===== src/verilog/pkn_consts.svh =====
`ifndef PKN_CONSTS_SVH
`define PKN_CONSTS_SVH

// Clock rate and derived counts
`define PKN_CLK_HZ 200000000
`define PKN_LONG_PRESS_MS 2000
`define PKN_LONG_PRESS_CYC ((`PKN_CLK_HZ / 1000) * `PKN_LONG_PRESS_MS)
`define PKN_AUTO_DEF_S 5
`define PKN_DIAG_REFRESH_MS 1000
`define PKN_DIAG_REFRESH_CYC ((`PKN_CLK_HZ / 1000) * `PKN_DIAG_REFRESH_MS)
`define PKN_MS_CYC (`PKN_CLK_HZ / 1000)

// Window and channel limits
`define PKN_MAX_WIN 10
`define PKN_MAX_ELEM 12
`define PKN_NUM_CHAN 32

// Reset values
`define PKN_WIN_RST 4'h0

// Footer colour codes
`define PKN_COL_BLACK 2'h0
`define PKN_COL_GREEN 2'h1
`define PKN_COL_RED 2'h2
`define PKN_COL_YELLOW 2'h3

`endif


===== src/verilog/pkn_pkg.sv =====
package pkn_pkg;

  typedef enum logic [1:0] {
    PKN_ST_NORMAL = 2'b00,
    PKN_ST_CONFIG = 2'b01,
    PKN_ST_DIAG = 2'b10
  } pkn_mode_e;

  typedef enum logic [1:0] {
    PKN_KEY_UP = 2'b00,
    PKN_KEY_DOWN = 2'b01,
    PKN_KEY_SET = 2'b10
  } pkn_key_e;

  typedef struct packed {
    logic valid;
    logic long_press;
    pkn_key_e key;
  } pkn_key_evt_s;

  typedef struct packed {
    logic [1:0] autoscroll;
    logic [1:0] bus_link_status_indicator;
  } pkn_footer_s;

endpackage

===== src/verilog/pkn_key_sorter.sv =====
`timescale 1ns/10ps
`include "pkn_consts.svh"

module pkn_key_sorter #(
  parameter int unsigned LONG_CYC = `PKN_LONG_PRESS_CYC
) (
  // Clock and reset
  input wire logic i_clk_sys,
  input wire logic i_rst,
  // One key level, high while pressed
  input wire logic i_key,
  // Release events and key-held flag
  output logic o_short,
  output logic o_long,
  output logic o_busy
);

  logic [31:0] hold_q;
  logic key_q;
  logic is_long_q;
  logic short_q;
  logic long_q;

  always_ff @(posedge i_clk_sys) begin
    if (i_rst) begin
      key_q <= 1'b0;
    end else begin
      key_q <= i_key;
    end
  end

  // Hold counter saturates at the long threshold
  always_ff @(posedge i_clk_sys) begin
    if (i_rst) begin
      hold_q <= 32'h0;
      is_long_q <= 1'b0;
    end else if (!i_key) begin
      hold_q <= 32'h0;
      is_long_q <= 1'b0;
    end else if (hold_q >= LONG_CYC - 1) begin
      is_long_q <= 1'b1;
    end else begin
      hold_q <= hold_q + 32'h1;
    end
  end

  // Classify on release
  always_ff @(posedge i_clk_sys) begin
    if (i_rst) begin
      short_q <= 1'b0;
      long_q <= 1'b0;
    end else begin
      short_q <= key_q && !i_key && !is_long_q;
      long_q <= key_q && !i_key && is_long_q;
    end
  end

  assign o_short = short_q;
  assign o_long = long_q;
  assign o_busy = key_q;

endmodule // pkn_key_sorter


===== src/verilog/pkn_navigator.sv =====
// Operation
// - Hold past two seconds is long press
// - Simultaneous keys give no action
// - Reset starts normal on last window
// - Long set toggles configuration menu
// - Short up/down steps previous/next window
// - At most ten windows, twelve elements
// - Header shows window number in brackets
// - Long up/down starts automatic stepping
// - Another long up/down stops stepping
// - Footer shows autoscroll yellow while stepping
// - Step interval configurable, five seconds default
// - Bus error turns link indicator red
// - Timeout or exception counts as error
// - Bus error never blocks navigation
// - Short set opens channel diagnostic table
// - Table opens only under bus error
// - Faulty channels carry error marker
// - Table refreshes once every second
// - Footer colours black/green/red/yellow
`timescale 1ns/10ps
`include "pkn_consts.svh"

module pkn_navigator #(
  parameter int unsigned LONG_CYC = `PKN_LONG_PRESS_CYC,
  parameter int unsigned MS_CYC = `PKN_MS_CYC,
  parameter int unsigned REFRESH_CYC = `PKN_DIAG_REFRESH_CYC,
  parameter int unsigned NUM_CHAN = `PKN_NUM_CHAN
) (
  // Clock and reset
  input wire logic i_clk_sys,
  input wire logic i_rst,
  // Keys, high while pressed
  input wire logic i_key_up,
  input wire logic i_key_down,
  input wire logic i_key_set,
  // Window configuration
  input wire logic [3:0] i_win_count,
  input wire logic [3:0] i_win_last,
  input wire logic [15:0] i_auto_interval_s,
  input wire logic i_cfg_defaults,
  // Bus monitoring
  input wire logic i_bus_active,
  input wire logic i_bus_timeout,
  input wire logic i_bus_exception,
  input wire logic [NUM_CHAN-1:0] i_chan_err,
  input wire logic i_bus_err_clear,
  // Display state
  output pkn_pkg::pkn_mode_e o_mode,
  output logic [3:0] o_win_num,
  output logic [3:0] o_max_elem,
  output logic o_auto,
  output pkn_pkg::pkn_footer_s o_footer,
  output logic o_bus_err,
  output logic [NUM_CHAN-1:0] o_diag_mark,
  output logic o_diag_refresh,
  output logic [15:0] o_auto_interval_s
);

  localparam logic [3:0] MAX_WIN = 4'(`PKN_MAX_WIN);

  logic [2:0] k_short;
  logic [2:0] k_long;
  logic [2:0] k_busy;
  logic [2:0] k_lvl;
  logic multi_q;
  pkn_pkg::pkn_key_evt_s evt;
  pkn_pkg::pkn_mode_e mode_q;
  logic [3:0] win_q;
  logic [3:0] win_cnt;
  logic auto_q;
  logic bus_err_q;
  logic [NUM_CHAN-1:0] mark_q;
  logic [15:0] ival_q;
  logic [31:0] ms_q;
  logic [15:0] sec_q;
  logic [31:0] ref_q;
  logic refresh_q;
  logic restore_q;
  logic step_tick;
  logic ev_up_s;
  logic ev_dn_s;
  logic ev_set_s;
  logic ev_up_l;
  logic ev_dn_l;
  logic ev_set_l;
  logic [3:0] win_next;
  logic [3:0] win_prev;

  assign k_lvl = {i_key_set, i_key_down, i_key_up};

  // One sorter per key
  genvar gk;
  generate
    for (gk = 0; gk < 3; gk++) begin : g_key
      pkn_key_sorter #(
        .LONG_CYC(LONG_CYC)
      ) u_sort (
        .i_clk_sys(i_clk_sys),
        .i_rst(i_rst),
        .i_key(k_lvl[gk]),
        .o_short(k_short[gk]),
        .o_long(k_long[gk]),
        .o_busy(k_busy[gk])
      );
    end
  endgenerate

  // Any overlap of two keys taints the gesture
  always_ff @(posedge i_clk_sys) begin
    if (i_rst) begin
      multi_q <= 1'b0;
    end else if (k_busy == 3'h0 && k_lvl == 3'h0) begin
      multi_q <= 1'b0;
    end else if ($countones(k_lvl) > 1 || $countones(k_busy) > 1) begin
      multi_q <= 1'b1;
    end
  end

  // Single key event, suppressed when tainted
  always_comb begin
    evt = '0;
    if (!multi_q && $countones(k_lvl) < 2) begin
      if (k_short[0] || k_long[0]) begin
        evt.valid = 1'b1;
        evt.key = pkn_pkg::PKN_KEY_UP;
        evt.long_press = k_long[0];
      end else if (k_short[1] || k_long[1]) begin
        evt.valid = 1'b1;
        evt.key = pkn_pkg::PKN_KEY_DOWN;
        evt.long_press = k_long[1];
      end else if (k_short[2] || k_long[2]) begin
        evt.valid = 1'b1;
        evt.key = pkn_pkg::PKN_KEY_SET;
        evt.long_press = k_long[2];
      end
    end
  end

  // Six distinct events
  assign ev_up_s = evt.valid && evt.key == pkn_pkg::PKN_KEY_UP &&
                   !evt.long_press;
  assign ev_dn_s = evt.valid && evt.key == pkn_pkg::PKN_KEY_DOWN &&
                   !evt.long_press;
  assign ev_set_s = evt.valid && evt.key == pkn_pkg::PKN_KEY_SET &&
                    !evt.long_press;
  assign ev_up_l = evt.valid && evt.key == pkn_pkg::PKN_KEY_UP &&
                   evt.long_press;
  assign ev_dn_l = evt.valid && evt.key == pkn_pkg::PKN_KEY_DOWN &&
                   evt.long_press;
  assign ev_set_l = evt.valid && evt.key == pkn_pkg::PKN_KEY_SET &&
                    evt.long_press;

  // Clamp window count to ten, at least one
  assign win_cnt = (i_win_count == 4'h0) ? 4'h1 :
                   (i_win_count > MAX_WIN) ? MAX_WIN : i_win_count;
  // Wrap at both ends
  assign win_next = (win_q + 4'h1 >= win_cnt) ? 4'h0 : win_q + 4'h1;
  assign win_prev = (win_q == 4'h0 || win_q >= win_cnt) ?
                    win_cnt - 4'h1 : win_q - 4'h1;

  // Mode machine
  always_ff @(posedge i_clk_sys) begin
    if (i_rst) begin
      mode_q <= pkn_pkg::PKN_ST_NORMAL;
    end else begin
      case (mode_q)
        pkn_pkg::PKN_ST_NORMAL: begin
          if (ev_set_l) begin
            mode_q <= pkn_pkg::PKN_ST_CONFIG;
          end else if (ev_set_s && bus_err_q) begin
            mode_q <= pkn_pkg::PKN_ST_DIAG;
          end
        end
        pkn_pkg::PKN_ST_CONFIG: begin
          if (ev_set_l) begin
            mode_q <= pkn_pkg::PKN_ST_NORMAL;
          end
        end
        pkn_pkg::PKN_ST_DIAG: begin
          if (ev_set_s || ev_set_l) begin
            mode_q <= pkn_pkg::PKN_ST_NORMAL;
          end
        end
        default: begin
          mode_q <= pkn_pkg::PKN_ST_NORMAL;
        end
      endcase
    end
  end

  // Auto stepping toggle
  always_ff @(posedge i_clk_sys) begin
    if (i_rst) begin
      auto_q <= 1'b0;
    end else if (mode_q != pkn_pkg::PKN_ST_NORMAL) begin
      auto_q <= 1'b0;
    end else if (ev_up_l || ev_dn_l) begin
      auto_q <= !auto_q;
    end
  end

  // Step interval, default five seconds
  always_ff @(posedge i_clk_sys) begin
    if (i_rst || i_cfg_defaults) begin
      ival_q <= 16'(`PKN_AUTO_DEF_S);
    end else if (i_auto_interval_s != 16'h0) begin
      ival_q <= i_auto_interval_s;
    end
  end

  // Seconds timer for auto stepping
  always_ff @(posedge i_clk_sys) begin
    if (i_rst || !auto_q) begin
      ms_q <= 32'h0;
      sec_q <= 16'h0;
    end else if (ms_q >= 1000 * MS_CYC - 1) begin
      ms_q <= 32'h0;
      sec_q <= step_tick ? 16'h0 : sec_q + 16'h1;
    end else begin
      ms_q <= ms_q + 32'h1;
    end
  end

  assign step_tick = auto_q && ms_q >= 1000 * MS_CYC - 1 &&
                     sec_q + 16'h1 >= ival_q;
  always_ff @(posedge i_clk_sys) begin
    restore_q <= i_rst;
  end

  // Window selection, works regardless of bus errors
  always_ff @(posedge i_clk_sys) begin
    if (i_rst) begin
      win_q <= `PKN_WIN_RST;
    end else if (restore_q && i_win_last < win_cnt) begin
      win_q <= i_win_last;
    end else if (mode_q == pkn_pkg::PKN_ST_NORMAL) begin
      if (!auto_q && ev_up_s) begin
        win_q <= win_prev;
      end else if (!auto_q && ev_dn_s) begin
        win_q <= win_next;
      end else if (step_tick) begin
        win_q <= win_next;
      end else if (win_q >= win_cnt) begin
        win_q <= win_cnt - 4'h1;
      end
    end
  end

  // Bus error flag, set wins over clear
  always_ff @(posedge i_clk_sys) begin
    if (i_rst) begin
      bus_err_q <= 1'b0;
    end else if (i_bus_timeout || i_bus_exception || |i_chan_err) begin
      bus_err_q <= 1'b1;
    end else if (i_bus_err_clear) begin
      bus_err_q <= 1'b0;
    end
  end

  // Once per second snapshot while diag shown
  always_ff @(posedge i_clk_sys) begin
    if (i_rst || mode_q != pkn_pkg::PKN_ST_DIAG) begin
      ref_q <= 32'h0;
      refresh_q <= 1'b0;
    end else if (ref_q >= REFRESH_CYC - 1) begin
      ref_q <= 32'h0;
      refresh_q <= 1'b1;
    end else begin
      ref_q <= ref_q + 32'h1;
      refresh_q <= 1'b0;
    end
  end

  // Per-channel error markers
  always_ff @(posedge i_clk_sys) begin
    if (i_rst) begin
      mark_q <= '0;
    end else if (mode_q == pkn_pkg::PKN_ST_NORMAL && ev_set_s &&
                 bus_err_q) begin
      mark_q <= i_chan_err;
    end else if (refresh_q) begin
      mark_q <= i_chan_err;
    end
  end

  // Footer colours
  always_comb begin
    o_footer.bus_link_status_indicator = bus_err_q ? `PKN_COL_RED :
      (i_bus_active ? `PKN_COL_GREEN : `PKN_COL_BLACK);
    o_footer.autoscroll = auto_q ? `PKN_COL_YELLOW :
                                   `PKN_COL_BLACK;
  end

  assign o_mode = mode_q;
  assign o_win_num = win_q + 4'h1;
  assign o_max_elem = 4'(`PKN_MAX_ELEM);
  assign o_auto = auto_q;
  assign o_bus_err = bus_err_q;
  assign o_diag_mark = mark_q;
  assign o_diag_refresh = refresh_q;
  assign o_auto_interval_s = ival_q;
endmodule // pkn_navigator


===== config.mk =====
export PLATFORM = sky130hd
export DESIGN_NAME = pkn_navigator
export DESIGN_NICKNAME = d
export VERILOG_FILES = /design/src/verilog/pkn_pkg.sv /design/src/verilog/pkn_key_sorter.sv /design/src/verilog/pkn_navigator.sv
export VERILOG_INCLUDE_DIRS = /design/src /design/src/verilog
export SDC_FILE = /design/constraint.sdc
export NUM_CORES = 1
export LEC_CHECK = 0
export BUFFER_PORTS_ARGS = -buffer_cell sky130_fd_sc_hd__buf_4
export CORE_MARGIN = 1
export CORE_UTILIZATION = 35
export DETAILED_ROUTE_END_ITERATION = 7
export HOLD_SLACK_MARGIN = 0.05
export MAX_ROUTING_LAYER = met4
export PLACE_DENSITY = 0.59
export SLEW_MARGIN = 20
export SYNTH_ARGS = -nofsm -noshare
export SYNTH_HDL_FRONTEND = slang
export SYNTH_SLANG_ARGS = --single-unit
export TNS_END_PERCENT = 30

===== constraint.sdc =====
create_clock -name i_clk_sys -period 12.2 [get_ports i_clk_sys]
set_clock_uncertainty 0.1 [all_clocks]
set_input_delay 0 -clock i_clk_sys [delete_from_list [all_inputs] [get_ports i_clk_sys]]
set_output_delay 0 -clock i_clk_sys [all_outputs]
set_load 0.01 [all_outputs]

======== Word-level counts from Yosys, hierarchy flattened ========
Index checks and enable logic that the tools add are counted.
cells by class
  add/subtract/negate cells ............... 13
  magnitude comparators ................... 13
  equality and inequality tests ........... 8
  multiplexer cells ....................... 28
  bitwise logic cells ..................... 3
  reductions and logical operators ........ 71
operators by type and width
  cell                                                                                   count
  32-bit by 1-bit adder with 32-bit output, second input constant                        5
  32-bit by 29-bit greater-or-equal comparator with 1-bit output, second input constant  3
  32-bit by 28-bit greater-or-equal comparator with 1-bit output, second input constant  2
  32-bit two-way mux                                                                     2
  4-bit two-way mux                                                                      14
  32-bit by 2-bit > comparator with 1-bit output, second input constant                  1
  32-bit OR reduction                                                                    1
  1-bit logical AND                                                                      28
  16-bit by 1-bit adder with 16-bit output, second input constant                        1
  16-bit greater-or-equal comparator                                                     1
  16-bit two-way mux                                                                     1
  16-bit nonzero test                                                                    1
  2-bit OR reduction                                                                     7
  1-bit logical OR                                                                       12
  2-bit two-way mux                                                                      6
  1-bit logical NOT                                                                      9
  4-bit greater-or-equal comparator                                                      2
  4-bit logical NOT                                                                      2
  2-bit nonzero test                                                                     4
  4-bit by 1-bit subtractor with 4-bit output, second input constant                     2
  2-bit by 1-bit adder with 3-bit output                                                 2
  3-bit logical NOT                                                                      2
  2-bit != test, second input constant                                                   3
  2-bit one-hot mux with 3 select lines                                                  1
  other kinds (15)                                                                       24
storage, ports and cells
  flip-flop bits (word level) ............. 247
  input bits .............................. 66
  logic and storage cells ................. 163

======== Longest topological paths before layout ========
  depth in word-level cells ............... 13
  depth in mapped cells ................... 18
  depth with buffers taken out ............ 16

======== Hierarchy ========
A second synthesis with hierarchy kept.
second synthesis, totals
  cells, all modules ...................... 1361
  area, all modules ....................... 11875.1 um^2
by module, submodules not included
  module          instances  cells an instance  area each (um^2)
  pkn_navigator   1          743                6593.8
  pkn_key_sorter  3          206                1760.4

======== Worst setup path after synthesis ========
Ideal clock, no wire load.
  path kind ............................... register to register
  start ................................... reg sec_q[0]
  end ..................................... reg win_q[3]
  library setup time ...................... 103 ps
  data arrival time ....................... 3836 ps
  setup slack ............................. 8160 ps
  cell stages (with the launch flop) ...... 18
  clock period less this slack ............ 4040 ps
  cells stage by stage .................... dfxtp_1 ha_1 and3_1 and3_1 and3_1 and3_1 clkbuf_1 nand3_1 xnor2_1 ha_1 a2111oi_0 o221ai_1 o21ai_0 o41ai_1 a31oi_2 mux2_2 and3_4 a2111oi_2
between the ends
  cells in the longest elaborated chain, start to end .. 8
  elaborated cells on any way between the ends .. 10
ends and longest elaborated chain
  element                                       RTL line              RTL
  start: declaration                            pkn_navigator.sv:76   logic [15:0] sec_q;
  start signal: assignment                      pkn_navigator.sv:219  sec_q <= step_tick ? 16'h0 : sec_q + 16'h1;
  16-bit by 1-bit adder with 16-bit output (*)  pkn_navigator.sv:226  sec_q + 16'h1 >= ival_q;
  16-bit greater-or-equal comparator (*)        pkn_navigator.sv:226
  1-bit logical AND (*)                         pkn_navigator.sv:225  assign step_tick = auto_q && ms_q >= 1000 * MS_CYC - 1 &&
  4-bit two-way mux                             pkn_navigator.sv:242  end else if (step_tick) begin
  4-bit two-way mux                             pkn_navigator.sv:240  end else if (!auto_q && ev_dn_s) begin
  4-bit two-way mux                             pkn_navigator.sv:238  if (!auto_q && ev_up_s) begin
  4-bit two-way mux                             pkn_navigator.sv:237  end else if (mode_q == pkn_pkg::PKN_ST_NORMAL) begin
  4-bit two-way mux                             pkn_navigator.sv:235  end else if (restore_q && i_win_last < win_cnt) begin
  end signal: assignment                        pkn_navigator.sv:236  win_q <= i_win_last;
  end signal: assignment                        pkn_navigator.sv:239  win_q <= win_prev;
  end signal: assignment                        pkn_navigator.sv:241  win_q <= win_next;
  end: declaration                              pkn_navigator.sv:69   logic [3:0] win_q;
Mark *: on every way between the ends. The rest lies on a longest branch, timed or not. The select of a mux whose other input is x is not followed.
A chain may end at the register's enable or synchronous reset.

======== Worst setup path in the final report ========
Same ends and word-level chain as after synthesis.

==> qor.yml <==
die:
  floorplan.die.width_um: 182.3
  die_height_um: 182.3
  num_rows: 65
  die_area_mm2: 0.03325
  ioPinCount: 131
  fp.coreArea_mm2: 0.03180
  initial_utilization_pct: 35.80
clock_network:
  cts_buffers: 28
  hold_buffers: 77
  clock_latency_ns: 0.54
  tritoncts: "done"
  cts.root.buffer_cell: "clkbuf_16"
  post_cts.repair.setup_buffers: 0
  cts_htree_levels: 1
  clock-sinks: 247
  clock_path_buffers: 3
  post_cts_repair_resize_count: 0
  clk_pin_slew_ns: 0.06
timing:
  final.setup.tns_ns: 0
  worstMarginPinSlew_ns: 1.131
  fin_crit_ns: 4.620
  final_setup_vio_count: 0
  max_freq_ghz: 0.2164
  rsz0062_at_grt: "no"
  period_share_pct: 37.87
  hold_viol_final: 0
  headroom_to_the_max_slew_limit_pct: 23.99
  final-max-slew-violation-count: 0
  hold_ws_ns: 0.09298
hold_path:
  min_path_type: "in2reg"
detailed_routing:
  drt-vias-per-instance: 4.809
  top_signal_layer_used: "met4"
  finalWirelength_um: 25860
  first_iter_violations: 346
  ant_nets: 0
  route.detailed.drc: 0
  met2_wirelength_um: 12220
  drt_pre_antenna_iters: 4
  dr_total_vias: 9488
  drt-met1-wl_um: 12280
  detailroute.wirelength.met3_um: 764
  post_dr_wirelength_cell_um: 13.11
synthesis:
  synth-main-ff-cell: "dfxtp_1"
  synth.top_cell.area_share_pct: 43.44
  ys_ff_latch: 247
  synth-edff-count: 0
  yosysWarnings: 0
  yosys.area.top_type: "dfxtp_1"
  post_synth_cell_types: 72
  syn_avg_cell_area_um2: 8.657
  post_synth_instance_area_mm2: 0.01138
  post_synth_main_area_contributors: "dfxtp_1 43%, nor2_1 8.0%, xnor2_1 5.5%, xor2_1 5.5%, ha_1 4.3%"
  seq_area_frac_synth_pct: 43.44
  post_synth_inst_count: 1315
  async_reset_ff_share_pct: 0
power:
  p_per_area_mw_per_mm2: 124.0
  power_leakage_uw: 0.005713
  power.ir.vdd_worst_mv: 0.09486
worst_setup_path:
  critical_path.startpoint_type: "flip-flop"
  worst-endpoint-arrival_ns: 4.94
  timing.critical_path.required_ns: 12.52
  cp-end-kind: "flip-flop"
  cp_class: "reg2reg"
  worst-path-max-fanout: 6
finish:
  postLayoutCellArea_mm2: 0.01444
  post_layout_nets: 1622
  layout_commonest_cell: "dfxtp_1"
  final_cell_mix: "247 x dfxtp_1, 243 x nor2_1, 133 x buf_4, 81 x nand2_1, 77 x dlygate4sd3_1"
  fraction_of_layout_instances_using_a_drive_strength_above_1_pct: 13.07
  antenna-diode-count: 0
  layout-area-overhead-vs-synth_pct: 26.83
  post_layout_nonfiller_instances: 1973
grt:
  globalRoute.totalOverflow: 0
  number_of_global_route_vias_before_repair: 9258
  grt_antenna_before_repair: 0
  grt_start_max_net_pins: 57
  grt_util_all_layers_pct: 16.07
  grt_pass1_wl_um: 44170
place:
  place.detailed.hpwl_um: 17460
  placedCellCount: 1845
  placement.cell_area_mm2: 0.01276
  finalWeightedCongestion: 0.8191
  io_buffer_count: 126
status:
  status: "finished, final reports clean"
flow_run:
  cap_viol_max_count: 0
==> final cells by class <==
cell class	instances	area [µm²]
fillers	3045	17360
repair buffers	210	1769
multi-input cells	980	6090
well taps	435	544.3
clock buffers	41	820.8
clock inverters	10	81.33
flip-flops and latches	247	4945
inverters	50	187.7
==> worst paths after layout <==
kind | slack, ns | to | start | depth (start not counted)
worst max-delay path | 7.58 | win_q[3] | sec_q[0] | 17
worst min-delay path | 0.09 | win_q[0] | i_win_count[0] | 6
worst max register to register | 7.58 | win_q[3] | sec_q[0] | 17
worst min register to register | 0.35 | g_key[1].u_sort.o_short | g_key[1].u_sort.is_long_q | 1
==> where the power goes <==
part / switching [µW] / internal (µW) / total (µW)
clock: 328 / 485 / 814
combinational: 71.9 / 75.0 / 147
sequential: 12.1 / 817 / 829
total: 412 / 1380 / 1790
==> synth_stat cells (all sizes together) (3+ instances only) <==
| cell | n |
|---|---|
| o21a | 8 |
| a211o | 4 |
| nand2 | 81 |
| or3 | 9 |
| nor4b | 6 |
| nand3 | 69 |
| nand3b | 5 |
| or4 | 9 |
| nand2b | 15 |
| o21ai | 43 |
| clkbuf | 35 |
| xnor2 | 71 |
| and2 | 13 |
| a211oi | 4 |
| buf | 13 |
| inv | 50 |
| dfxtp | 247 |
| o31ai | 3 |
| nand4 | 31 |
| a32o | 5 |
| a21oi | 42 |
| a31oi | 9 |
| nor4bb | 3 |
| mux2i | 33 |
| nor2 | 243 |
| ha | 39 |
| nor3 | 37 |
| nor4 | 29 |
| a21o | 4 |
| and3 | 28 |
| o211ai | 3 |
| xor2 | 71 |
| nor2b | 5 |
| and4 | 13 |
| or2 | 6 |
==> per-layer routing <==
metal  up-vias  global-route usage (%)
li1       4937                       -
met1      4372                   20.04
met2       133                   27.20
met3        46                   2.315
met4         0                   4.067
met5         -                       -
==> per-stage QoR <==
stage / setup slack (ns) / power, µW / utilization [%]
6_report: 7.580 / 1790 / 45.40
5_1_grt: 7.270 / 1869 / 45.40
4_1_cts: 7.641 / 1815 / 45.39
3_5_place_dp: 7.668 / 975.3 / 40.13
3_3_place_gp: 7.740 / 972.6 / 40.12
2_1_floorplan: 8.160 / 921.8 / -
==> state kept, by name (all words and copies together), names as in the netlist <==
| signal | flops |
|---|---|
| multi_q | 1 |
| o_diag_refresh | 1 |
| ref_q | 32 |
| o_mode | 2 |
| o_bus_err | 1 |
| g_key.u_sort.is_long_q | 3 |
| win_q | 4 |
| o_auto | 1 |
| g_key.u_sort.hold_q | 96 |
| g_key.u_sort.o_long | 3 |
| ms_q | 32 |
| restore_q | 1 |
| g_key.u_sort.o_busy | 3 |
| o_auto_interval_s | 16 |
| g_key.u_sort.o_short | 3 |
| sec_q | 16 |
| o_diag_mark | 32 |
==> logic make-up (layout without fill, tap and decap cells) <==
kind of cell    after synthesis  in the layout  synth area share (%)
other cells                   2             12               0.06597
compound gates              147            147                 8.376
flops                       247            247                 43.44
mux                          34             34                 3.001
simple gates                606            606                 26.35
xor+xnor                    142            142                 10.93
buf+inv                      98            311                 3.561
fa+ha+maj                    39             39                 4.287
==> critical path, cell delays in order, from the launching register on <==
cell and delay, ns:
dfxtp_1 0.42, ha_1 0.25, and3_1 0.25, and3_1 0.24, and3_1 0.25, and3_1 0.28
nand3_1 0.12, xnor2_1 0.18, ha_1 0.19, a2111oi_0 0.40, o221ai_1 0.18, o21ai_0 0.16
o41ai_1 0.15, buf_4 0.18, a31oi_2 0.29, mux2_2 0.37, and3_4 0.18, a2111oi_2 0.31
Note: power is estimated with default switching activity, not from simulation.
